**src/verilog/cicd_pkg.sv**
```systemverilog
/*
 * Shared constants and carriers for the two-stage decimating receive front:
 * register offsets, reset values, field limits, datapath widths.
 * Assumes a byte-addressed plain register port with 32-bit data.
 */
`default_nettype none

package cicd_pkg;

    // Datapath widths
    localparam int CICD_IW = 16;          // Sample width in and out
    localparam int CICD_G2 = 8;           // Growth of 16^2
    localparam int CICD_G5 = 25;          // Growth of 32^5
    localparam int CICD_AW = 8;           // Register address width

    // Register byte offsets
    localparam logic [7:0] CICD_OFS_CTRL  = 8'h00;
    localparam logic [7:0] CICD_OFS_TUNE  = 8'h04;
    localparam logic [7:0] CICD_OFS_R2    = 8'h08;
    localparam logic [7:0] CICD_OFS_S2    = 8'h0c;
    localparam logic [7:0] CICD_OFS_R5    = 8'h10;
    localparam logic [7:0] CICD_OFS_S5    = 8'h14;
    localparam logic [7:0] CICD_OFS_STAT  = 8'h18;
    localparam logic [7:0] CICD_OFS_PHASE = 8'h1c;

    // Field positions
    localparam int CICD_CTRL_MS_BIT = 0;  // Master/slave select
    localparam int CICD_STAT_PEND_BIT = 1;

    // Reset values
    localparam logic        CICD_MS_RST   = 1'b1;
    localparam logic [31:0] CICD_TUNE_RST = 32'h0000_0000;
    localparam logic [4:0]  CICD_R2_RST   = 5'h01;
    localparam logic [2:0]  CICD_S2_RST   = 3'h0;
    localparam logic [5:0]  CICD_R5_RST   = 6'h01;
    localparam logic [4:0]  CICD_S5_RST   = 5'h00;

    // Field limits and shift biases
    localparam logic [4:0] CICD_R2_MAX  = 5'h10;
    localparam logic [2:0] CICD_S2_MAX  = 3'h6;
    localparam logic [5:0] CICD_R5_MAX  = 6'h20;
    localparam logic [4:0] CICD_S5_MAX  = 5'h14;
    localparam logic [5:0] CICD_S2_BIAS = 6'h02;
    localparam logic [5:0] CICD_S5_BIAS = 6'h05;

    // Complex sample pair from the mixer
    typedef struct packed {
        logic signed [CICD_IW-1:0] i;
        logic signed [CICD_IW-1:0] q;
    } cicd_iq_s;

    // One word of the shared I/Q stream
    typedef struct packed {
        logic                      is_q;
        logic signed [CICD_IW-1:0] data;
    } cicd_word_s;

endpackage

`default_nettype wire

```
**src/verilog/cicd_chain.sv**
```systemverilog
/*
 * Receive front: tuning-word register with oscillator phase and sync
 * handling, a second-order decimator on parallel I/Q, a time-multiplexed
 * hand-over and a fifth-order decimator on the shared I/Q stream.
 * Assumes mixer samples on clk, an async sync pin, and a plain register port.
 */
`timescale 1ns/1ps
`default_nettype none

// How it works
// - Master mode: tuning-word access forces oscillator phase sync
// - Slave mode: tuning write makes no sync
// - Back to master after a slave tuning write: sync at next wrap
// - Second stage takes every input sample
// - Second ratio 1..16, one out per ratio
// - I/Q parallel, then one shared path
// - Two integrators, two combs, gain over 2^(s+2)
// - Second scale 0..6, one-bit shift each
// - Second scale applies even at ratio 1
// - Fifth ratio 1..32, one out per ratio
// - Fifth ratio 1 bypasses, scale ignored
// - Five integrators, five combs, gain over 2^(s+5)
// - Fifth scale 0..20, 6 dB steps
// - Control bit picks sync master or slave
// - Tuning word is 32-bit unsigned
module cicd_chain
    import cicd_pkg::*;
(
    // Clock and reset
    input wire logic clk,
    input wire logic rst_n,
    // Register port
    input wire logic [CICD_AW-1:0] reg_addr,
    input wire logic [31:0] reg_wdata,
    input wire logic reg_wr,
    input wire logic reg_rd,
    output logic [31:0] reg_rdata,
    // Mixer samples in
    input wire logic in_valid,
    input wire cicd_iq_s in_iq,
    // Decimated stream out
    output logic out_valid,
    output cicd_word_s out_word,
    // Oscillator phase to the mixer
    output logic [31:0] osc_phase,
    // Sync pin, split
    input wire logic osc_sync_pin_in,
    output logic osc_sync_pin_out,
    output logic osc_sync_pin_oe_n
);

    localparam int W2 = CICD_IW + CICD_G2;  // Second-stage accumulator width
    localparam int W5 = CICD_IW + CICD_G5;  // Fifth-stage accumulator width

    // Configuration registers
    logic ms_r;                  // 1 = sync master
    logic [31:0] tune_r;         // Tuning word
    logic [4:0] r2_r;            // Second ratio
    logic [2:0] s2_r;            // Second scale
    logic [5:0] r5_r;            // Fifth ratio
    logic [4:0] s5_r;            // Fifth scale

    // Sync and phase state
    logic sy1_r, sy2_r;          // Pin synchroniser
    logic pend_r;                // Wrap sync owed after slave write
    logic [31:0] phase_r;
    logic sync_out_r, oe_n_r;
    logic [31:0] rdata_r;

    // Address hits
    wire hit_ctrl = (reg_addr == CICD_OFS_CTRL);
    wire hit_tune = (reg_addr == CICD_OFS_TUNE);
    wire hit_r2 = (reg_addr == CICD_OFS_R2);
    wire hit_s2 = (reg_addr == CICD_OFS_S2);
    wire hit_r5 = (reg_addr == CICD_OFS_R5);
    wire hit_s5 = (reg_addr == CICD_OFS_S5);
    wire tune_acc = hit_tune && (reg_wr || reg_rd);

    // Clamped write values
    wire [4:0] r2_nxt = (reg_wdata[4:0] == 5'h00) ? 5'h01 :
                        (reg_wdata[4:0] > CICD_R2_MAX) ? CICD_R2_MAX : reg_wdata[4:0];
    wire [2:0] s2_nxt = (reg_wdata[2:0] > CICD_S2_MAX) ? CICD_S2_MAX : reg_wdata[2:0];
    wire [5:0] r5_nxt = (reg_wdata[5:0] == 6'h00) ? 6'h01 :
                        (reg_wdata[5:0] > CICD_R5_MAX) ? CICD_R5_MAX : reg_wdata[5:0];
    wire [4:0] s5_nxt = (reg_wdata[4:0] > CICD_S5_MAX) ? CICD_S5_MAX : reg_wdata[4:0];

    // Phase advance and wrap through zero
    wire [32:0] phase_sum = {1'b0, phase_r} + {1'b0, tune_r};
    wire wrap = in_valid && phase_sum[32];

    // Sync events by role
    wire mst_evt = ms_r && (tune_acc || (pend_r && wrap));
    wire slv_evt = !ms_r && sy2_r;
    wire sync_evt = mst_evt || slv_evt;
    wire pend_set = !ms_r && reg_wr && hit_tune;

    // Configuration writes
    always_ff @(posedge clk or negedge rst_n) begin
        if (!rst_n) begin
            ms_r <= CICD_MS_RST;
            tune_r <= CICD_TUNE_RST;
            r2_r <= CICD_R2_RST;
            s2_r <= CICD_S2_RST;
            r5_r <= CICD_R5_RST;
            s5_r <= CICD_S5_RST;
        end else if (reg_wr) begin
            if (hit_ctrl) ms_r <= reg_wdata[CICD_CTRL_MS_BIT];
            if (hit_tune) tune_r <= reg_wdata;
            if (hit_r2) r2_r <= r2_nxt;
            if (hit_s2) s2_r <= s2_nxt;
            if (hit_r5) r5_r <= r5_nxt;
            if (hit_s5) s5_r <= s5_nxt;
        end
    end

    // Read mux
    logic [31:0] rd_val;
    always_comb begin
        rd_val = 32'h0000_0000;
        if (hit_ctrl) begin
            rd_val[CICD_CTRL_MS_BIT] = ms_r;
        end else if (hit_tune) begin
            rd_val = tune_r;
        end else if (hit_r2) begin
            rd_val[4:0] = r2_r;
        end else if (hit_s2) begin
            rd_val[2:0] = s2_r;
        end else if (hit_r5) begin
            rd_val[5:0] = r5_r;
        end else if (hit_s5) begin
            rd_val[4:0] = s5_r;
        end else if (reg_addr == CICD_OFS_STAT) begin
            rd_val[CICD_CTRL_MS_BIT] = ms_r;
            rd_val[CICD_STAT_PEND_BIT] = pend_r;
        end else if (reg_addr == CICD_OFS_PHASE) begin
            rd_val = phase_r;
        end
    end

    // Read data, one cycle after the strobe
    always_ff @(posedge clk or negedge rst_n) begin
        if (!rst_n) rdata_r <= 32'h0000_0000;
        else rdata_r <= reg_rd ? rd_val : 32'h0000_0000;
    end

    // Pin synchroniser
    always_ff @(posedge clk or negedge rst_n) begin
        if (!rst_n) begin
            sy1_r <= 1'b0;
            sy2_r <= 1'b0;
        end else begin
            sy1_r <= osc_sync_pin_in;
            sy2_r <= sy1_r;
        end
    end

    // Phase accumulator; a held slave pulse holds it at zero
    always_ff @(posedge clk or negedge rst_n) begin
        if (!rst_n) phase_r <= 32'h0000_0000;
        else if (sync_evt) phase_r <= 32'h0000_0000;
        else if (in_valid) phase_r <= phase_sum[31:0];
    end

    // Owed wrap sync; a new slave write wins over the clear
    always_ff @(posedge clk or negedge rst_n) begin
        if (!rst_n) pend_r <= 1'b0;
        else if (pend_set) pend_r <= 1'b1;
        else if (ms_r && (tune_acc || wrap)) pend_r <= 1'b0;
    end

    // Pin drive: pulse as master, released as slave
    always_ff @(posedge clk or negedge rst_n) begin
        if (!rst_n) begin
            sync_out_r <= 1'b0;
            oe_n_r <= 1'b1;
        end else begin
            sync_out_r <= mst_evt;
            oe_n_r <= !ms_r;
        end
    end

    // Second-order decimation count, every input sample
    logic [4:0] cnt2_r;
    // At or past the end, so a lowered ratio never lets the count run on
    wire dec2 = in_valid && (cnt2_r >= r2_r - 5'h01);
    always_ff @(posedge clk or negedge rst_n) begin
        if (!rst_n) cnt2_r <= 5'h00;
        else if (in_valid) cnt2_r <= dec2 ? 5'h00 : cnt2_r + 5'h01;
    end

    // Second-order stage, I and Q in parallel
    wire [5:0] sh2 = {3'b000, s2_r} + CICD_S2_BIAS;
    logic signed [CICD_IW-1:0] y2 [2];
    genvar c;
    generate
        for (c = 0; c < 2; c++) begin : g_c2
            logic signed [W2-1:0] ia_r, ib_r, ca_r, cb_r;
            wire signed [CICD_IW-1:0] xin = (c == 0) ? in_iq.i : in_iq.q;
            wire signed [W2-1:0] x = {{CICD_G2{xin[CICD_IW-1]}}, xin};
            wire signed [W2-1:0] a0 = ia_r + x;
            wire signed [W2-1:0] a1 = ib_r + a0;
            wire signed [W2-1:0] d0 = a1 - ca_r;
            wire signed [W2-1:0] d1 = d0 - cb_r;
            wire signed [W2-1:0] sh = d1 >>> sh2;
            assign y2[c] = sh[CICD_IW-1:0];
            // Integrators each sample, combs once per ratio
            always_ff @(posedge clk or negedge rst_n) begin
                if (!rst_n) begin
                    ia_r <= '0;
                    ib_r <= '0;
                    ca_r <= '0;
                    cb_r <= '0;
                end else if (in_valid) begin
                    ia_r <= a0;
                    ib_r <= a1;
                    if (dec2) begin
                        ca_r <= a1;
                        cb_r <= d0;
                    end
                end
            end
        end
    endgenerate

    // Second-stage output pair
    cicd_iq_s c2y_r;
    logic c2v_r;
    always_ff @(posedge clk or negedge rst_n) begin
        if (!rst_n) begin
            c2y_r <= '0;
            c2v_r <= 1'b0;
        end else begin
            c2v_r <= dec2;
            if (dec2) c2y_r <= {y2[0], y2[1]};
        end
    end

    // Interleave I then Q onto one shared path
    cicd_word_s mx_r;
    logic mxv_r, qpend_r;
    logic signed [CICD_IW-1:0] qhold_r;
    always_ff @(posedge clk or negedge rst_n) begin
        if (!rst_n) begin
            mx_r <= '0;
            mxv_r <= 1'b0;
            qpend_r <= 1'b0;
            qhold_r <= '0;
        end else if (c2v_r) begin
            mx_r <= {1'b0, c2y_r.i};
            mxv_r <= 1'b1;
            qhold_r <= c2y_r.q;
            qpend_r <= 1'b1;
        end else if (qpend_r) begin
            mx_r <= {1'b1, qhold_r};
            mxv_r <= 1'b1;
            qpend_r <= 1'b0;
        end else begin
            mxv_r <= 1'b0;
        end
    end

    // Fifth-order count on I words; Q reuses the I decision
    logic [5:0] cnt5_r;
    logic take_q_r;
    wire dec5_i = (cnt5_r >= r5_r - 6'h01);  // Lowered ratio acts at once
    wire take = mxv_r && (mx_r.is_q ? take_q_r : dec5_i);
    always_ff @(posedge clk or negedge rst_n) begin
        if (!rst_n) begin
            cnt5_r <= 6'h00;
            take_q_r <= 1'b0;
        end else if (mxv_r && !mx_r.is_q) begin
            cnt5_r <= dec5_i ? 6'h00 : cnt5_r + 6'h01;
            take_q_r <= dec5_i;
        end
    end

    // Fifth-order stage, state per channel on the shared path
    wire [5:0] sh5 = {1'b0, s5_r} + CICD_S5_BIAS;
    wire signed [W5-1:0] x5 = {{CICD_G5{mx_r.data[CICD_IW-1]}}, mx_r.data};
    logic signed [CICD_IW-1:0] y5 [2];
    generate
        for (c = 0; c < 2; c++) begin : g_c5
            logic signed [W5-1:0] it_r [5];
            logic signed [W5-1:0] cm_r [5];
            wire signed [W5-1:0] a [5];
            wire signed [W5-1:0] d [5];
            wire signed [W5-1:0] sh = d[4] >>> sh5;
            wire mine = mxv_r && (mx_r.is_q == (c != 0));
            genvar k;
            assign a[0] = it_r[0] + x5;
            assign d[0] = a[4] - cm_r[0];
            for (k = 1; k < 5; k++) begin : g_k
                assign a[k] = it_r[k] + a[k-1];
                assign d[k] = d[k-1] - cm_r[k];
            end
            assign y5[c] = sh[CICD_IW-1:0];
            // Integrators per word, combs once per ratio
            always_ff @(posedge clk or negedge rst_n) begin
                if (!rst_n) begin
                    for (int j = 0; j < 5; j++) begin
                        it_r[j] <= '0;
                        cm_r[j] <= '0;
                    end
                end else if (mine) begin
                    for (int j = 0; j < 5; j++) begin
                        it_r[j] <= a[j];
                    end
                    if (take) begin
                        cm_r[0] <= a[4];
                        for (int j = 1; j < 5; j++) begin
                            cm_r[j] <= d[j-1];
                        end
                    end
                end
            end
        end
    endgenerate

    // Output word; ratio 1 passes data unscaled
    wire bypass5 = (r5_r == 6'h01);
    wire signed [CICD_IW-1:0] y_sel = bypass5 ? mx_r.data : y5[mx_r.is_q];
    cicd_word_s out_r;
    logic outv_r;
    always_ff @(posedge clk or negedge rst_n) begin
        if (!rst_n) begin
            out_r <= '0;
            outv_r <= 1'b0;
        end else begin
            outv_r <= take;
            if (take) out_r <= {mx_r.is_q, y_sel};
        end
    end

    // Outputs
    assign reg_rdata = rdata_r;
    assign out_valid = outv_r;
    assign out_word = out_r;
    assign osc_phase = phase_r;
    assign osc_sync_pin_out = sync_out_r;
    assign osc_sync_pin_oe_n = oe_n_r;

endmodule // cicd_chain

`default_nettype wire

```
**config.mk**
```make
export PLATFORM = sky130hd
export DESIGN_NAME = cicd_chain
export DESIGN_NICKNAME = d
export VERILOG_FILES = /design/src/verilog/cicd_pkg.sv /design/src/verilog/cicd_chain.sv
export SDC_FILE = /design/constraint.sdc
export NUM_CORES = 2
export LEC_CHECK = 0
export BUFFER_PORTS_ARGS = -buffer_cell sky130_fd_sc_hd__buf_2
export CAP_MARGIN = 20
export CORE_ASPECT_RATIO = 1.5
export CORE_MARGIN = 2
export CORE_UTILIZATION = 40
export DETAILED_ROUTE_END_ITERATION = 10
export GPL_TIMING_DRIVEN = 0
export PLACE_DENSITY_LB_ADDON = 0.15
export RECOVER_POWER = 50
export SYNTH_ARGS = -nofsm -noshare
export SYNTH_HDL_FRONTEND = slang
export SYNTH_SLANG_ARGS = --single-unit
```
**constraint.sdc**
```tcl
create_clock -name clk -period 48.5 [get_ports clk]
set_input_delay 14.55 -clock clk [delete_from_list [all_inputs] [get_ports clk]]
set_output_delay 14.55 -clock clk [all_outputs]
set_load 0.005 [all_outputs]
```
# Word level (Yosys, flattened, before mapping)
# Cells that the tools add are included.
# totals
regBits	1231
input_bits	78
# op_classes
addsub	35
order_cmp	7
eq_ne	8
shifts	4
muxes	55
bitwise	2
n_reduce_logical	34
# op_table
operator	count
$sub A41 B41 Y41	10
$mux W32	12
$add A41 B41 Y41	8
$mux W30	7
$mux W27	7
$sub A24 B24 Y24	4
$add A41 B16 Y41	2
$sshr A41 B6 Y16	2
$mux W16	4
$add A24 B16 Y24	2
$add A24 B24 Y24	2
$sshr A24 B4 Y16	2
$mux W17	2
$add A32 B32 Y33	1
$eq A8 B5 Y1 const B	4
$mux W31	1
$mux W5	6
$mux W29	1
$mux W26	1
$mux W6	4
$reduce_and A2 Y1	9
$eq A8 B4 Y1 const B	2
$logic_and A1 B1 Y1	13
$gt A5 B5 Y1 const B	2
24 further kinds	37

# Longest topological paths before layout
# depth
ltp_word	28
mapped_depth	99
depth_no_buf	97

# Worst setup path after synthesis
# No wires, ideal clock.
# synth_path
path_kind	input to register
startpoint	input in_iq[0] (netlist bit)
endpoint	register c2y_r[11] (netlist bit)
setup_ns	0.125
arrival_time_ns	21.848
path_slack_ns	26.527
path_stages	36
n_path_buf	0
cell_sequence	ha_1 -> fa_1 -> a21o_1 -> a21oi_1 -> o21bai_1 -> a21oi_1 -> o21bai_1 -> a21oi_1 -> o21bai_1 -> a21oi_1 -> o21ai_0 -> a21oi_1 -> o21bai_1 -> a21oi_1 -> xnor2_1 -> ha_1 -> and3_1 -> a21boi_0 -> o21ai_0 -> a21boi_0 -> o21ai_0 -> a21boi_0 -> nor2_1 -> ha_1 -> o41ai_1 -> xnor2_1 -> ha_1 -> nand4_1 -> or3_1 -> nand4b_1 -> a21o_1 -> a21o_1 -> xor2_1 -> xnor3_1 -> mux4_2 -> mux2_2
# synth_between
elab_chain_len	5
# synth_rtl
element	line	rtl
from (decl)	cicd_chain.sv:40	input wire cicd_iq_s in_iq,
$add A24 B16 Y24	cicd_chain.sv:200	wire signed [W2-1:0] a0 = ia_r + x;
named net g_c2[1].a0[14]	cicd_chain.sv:200	
$add A24 B24 Y24	cicd_chain.sv:201	wire signed [W2-1:0] a1 = ib_r + a0;
named net g_c2[1].a1[18]	cicd_chain.sv:201	
$sub A24 B24 Y24	cicd_chain.sv:202	wire signed [W2-1:0] d0 = a1 - ca_r;
named net g_c2[1].d0[19]	cicd_chain.sv:202	
$sub A24 B24 Y24	cicd_chain.sv:203	wire signed [W2-1:0] d1 = d0 - cb_r;
$sshr A24 B4 Y16	cicd_chain.sv:204	wire signed [W2-1:0] sh = d1 >>> sh2;
to (signal assigned)	cicd_chain.sv:234	if (dec2) c2y_r <= {y2[0], y2[1]};
to (decl)	cicd_chain.sv:226	cicd_iq_s c2y_r;
# The timed path passes the listed nets, and every way through them passes these cells.
# A chain may end at the register's enable or synchronous reset.

==> metrics.md <==
| Metric | Value |
|---|---|
| Number of global-route vias before repair | `~85000` |
| Hold buffers post-CTS | `0` |
| Hold violation total from the final report | `0` |
| Clock-pin slew on the worst setup and hold paths | `0.06 ns` |
| Post-Syn Area | `98100 um2` |
| Post CTS Setup Buffer Count | `0` |
| Post-DP HPWL | `230 mm` |
| Site Rows | `222` |
| Clk_skew | `0.0445 ns` |
| Antenna Nets Post-Route | `0` |
| Post-synthesis cell count | `11800` |
| Register bit total from synthesis | `1231` |
| Actual slew at the worst max-slew pin | `8.28 ns` |
| Root Buffer | `clkbuf_16` |
| Syn. warnings | `0` |
| Pin count of the biggest net entering global routing | `156` |
| Maximum fanout along the worst path | `152` |
| FF/Latch Area | `30800 um2` |
| Total number of H-tree levels | `4` |
| Tot GR Track Use | `22.9%` |
| Worst path required time | `47.32 ns` |
| Total of max-cap violations | `6` |
| Seq/Total Area, Yosys | `about a third` |
| Async SR Flop Fraction | `100%` |
| Die area | `249000 um2` |
| Crit start category | `primary input` |
| Final #Nets | `13300` |
| Relative slew slack | `-452%` |
| First-pass GRT wire length | `464 mm` |
| TritonCTS clock tree | `built` |
| Via count | `about 84000` |
| Worst path arrival time | `29.12 ns` |
| Io pins | `~160` |
| Failing checks | `capacitance limit, slew limit` |
| Worst-Skew Late Latency | `0.82 ns` |
| Filler Cell Count | `24400` |
| Post_cts resized | `0` |
| Gp weighted congestion | `0.915` |
| Worst hold stages | `0` |
| Antenna violations before repair | `12` |
| Outcome | `complete, but fails checks` |
| CTS buffer count | `151` |
| Max Root-Sink Buffers | `4` |
| Fraction of layout cells with a size suffix above 1 | `6.23%` |
| Num Clock Sinks | `1231` |
| I/O Buffers | `160` |
| Final global-route overflow total | `0` |
| Initial DRC Count | `4189` |
| Area occupied by multi-input gates | `roughly 62000 um2` |
| Prevailing post-synth register cell | `dfrtp_1` |
| Setup repair after global routing missed its margin | `false` |
| Core ar. | `244000 um2` |
| Avg Cell Area, Syn | `8.30 um2` |
| Period minus WS final | `30.30 ns` |
| Post-synth cell types | `106` |
| Post-synth EDFFs | `0` |
| Die width | `408 um` |
| Starting Density | `40.2%` |
| Slew Limit Fails | `671` |
| DIE HEIGHT | `611 um` |
| Hold crit path type | `reg -> reg` |
| Post-Route WL | `291 mm` |
| Synthesis-to-finish area growth | `10.0%` |
| Drt via density | `approximately 5.4` |
| Kind of critical path | `in -> async` |
| Fmax | `33.0 MHz` |
| Setup_tns | `0 ns` |
| Wire per inst | `about 19 um` |
| Fin crit share | `62.5%` |
| Final setup violation count | `0` |
| Worst reg2reg path depth | `86` |
| Syn nets | `approximately 13000` |
| Critical path capture point type | `asynchronous set/reset pin` |
| DRC | `0` |
| TritonRoute pass-1 iters | `6` |
## synth_stat cells (49+ instances only)
cell type  instances  area share, %
nand2_1         1987            7.6
dfrtp_1         1227             31
o21ai_0         1039            5.3
ha_1            1037             13
inv_1            943            3.6
a21oi_1          810            4.1
nor2_1           719            2.7
xnor2_1          625            5.6
a21o_1           343            2.6
clkbuf_1         281            1.1
xor2_1           262            2.3
mux2_2           229            2.6
o21bai_1         174            1.3
nand3_1          154           0.79
o21a_1           150            1.1
nor3_1           149           0.76
nor2b_1          125           0.80
nand2b_1         121           0.77
mux2i_1          105            1.1
a31oi_1           95           0.61
a211oi_1          90           0.69
and3_1            83           0.53
o211ai_1          81           0.62
or3_1             60           0.38
a21boi_0          59           0.45
and2_1            59           0.38
buf_1             55           0.21
or2_2             49           0.31
## per-stage QoR
| stage | cells | hold WS [ns] | util [%] | setup WS (ns) | cell area (um2) |
|---|---|---|---|---|---|
| after global routing | 15500 | 0.363 | 44.3 | 14.69 | 108000 |
| after CTS | 15500 | 0.353 | 44.4 | 25.88 | 108000 |
| after global placement | 15200 | 0.336 | 42.2 | 3.34 | 103000 |
| after detailed placement | 15200 | 0.339 | 42.4 | 25.02 | 103000 |
| final | 15500 | 0.349 | 44.3 | 18.20 | 108000 |
| after floorplan | 11800 | 0.331 | - | 26.53 | 98100 |
## area by class of cell
class / instances / area share [%]
Antenna cell: 2 / 0.00463
Buffer: 341 / 1.19
Clock buffer: 210 / 3.99
Clock inverter: 52 / 0.551
Inverter: 944 / 3.28
Multi-Input combinational cell: 9304 / 57.8
Sequential cell: 1231 / 28.5
Tap cell: 3248 / 3.76
Timing Repair Buffer: 174 / 0.890
## per-layer routing
layer	share of wire, %	up-vias	routed length [um]	GRT usage [%]
li1	-	41800	-	-
met1	41	40500	119000	26.3
met2	52	1437	151000	43.2
met3	3.4	531	10000	2.50
met4	4.0	14	11600	8.49
met5	0.023	-	68	0
## logic make-up (layout without fill, tap and decap cells)
| kind of cell | after synthesis | after routing | share of synthesized area (%) |
|---|---|---|---|
| simple gates | 3665 | 3665 | 16.3 |
| compound gates | 3315 | 3315 | 21.2 |
| buf+inv | 1285 | 1721 | 4.92 |
| flops | 1231 | 1231 | 31.4 |
| fa+ha+maj | 1066 | 1066 | 13.8 |
| xor+xnor | 900 | 900 | 8.19 |
| mux | 358 | 358 | 4.24 |
| other cells | 0 | 2 | 0 |
## critical path, stage by stage
cell and delay (ns):
clkbuf_1 3.44, clkbuf_1 4.69, clkbuf_1 6.04
## path summary, 6_finish.rpt
path	startpoint	to	slack, ns
worst max-delay path	rst_n	g_c5[0].cm_r[200]$_DFFE_PN0P_	18.20
max in group clk	in_iq[0]	c2y_r[11]$_DFFE_PN0P_	25.80
worst max register to register	mx_r[1]$_DFFE_PN0P_	out_word[9]$_DFFE_PN0P_	27.76
worst min register to register	sy1_r$_DFF_PN0_	sy2_r$_DFF_PN0_	0.35
min in group asynchronous	rst_n	g_c5[0].cm_r[86]$_DFFE_PN0P_	15.55
worst min-delay path	sy1_r$_DFF_PN0_	sy2_r$_DFF_PN0_	0.35
## state kept, by name, indices dropped and copies added (netlist names), 48 cells and up
register   cells
g_c5.cm_r    410
g_c2.cb_r     48
g_c2.ia_r     48
g_c2.ib_r     48
g_c2.ca_r     48
g_c5.it_r    410
## layout by cell type, fill, tap and decap left out, drive strengths merged, types with 96 or more instances in the layout
| cell | count |
|---|---|
| mux2 | 230 |
| nor3 | 149 |
| xnor2 | 631 |
| o21ai | 1061 |
| a31oi | 97 |
| buf | 219 |
| o21a | 151 |
| o21bai | 174 |
| a21o | 343 |
| dfrtp | 1227 |
| nor2 | 720 |
| nor2b | 125 |
| mux2i | 105 |
| inv | 948 |
| ha | 1037 |
| a21oi | 816 |
| nand3 | 154 |
| nand2 | 1987 |
| a211oi | 96 |
| nand2b | 121 |
| xor2 | 262 |
| clkbuf | 506 |
Power is not shown: default switching activity piles up to over one toggle a cycle in this logic, so the estimate is an artifact.
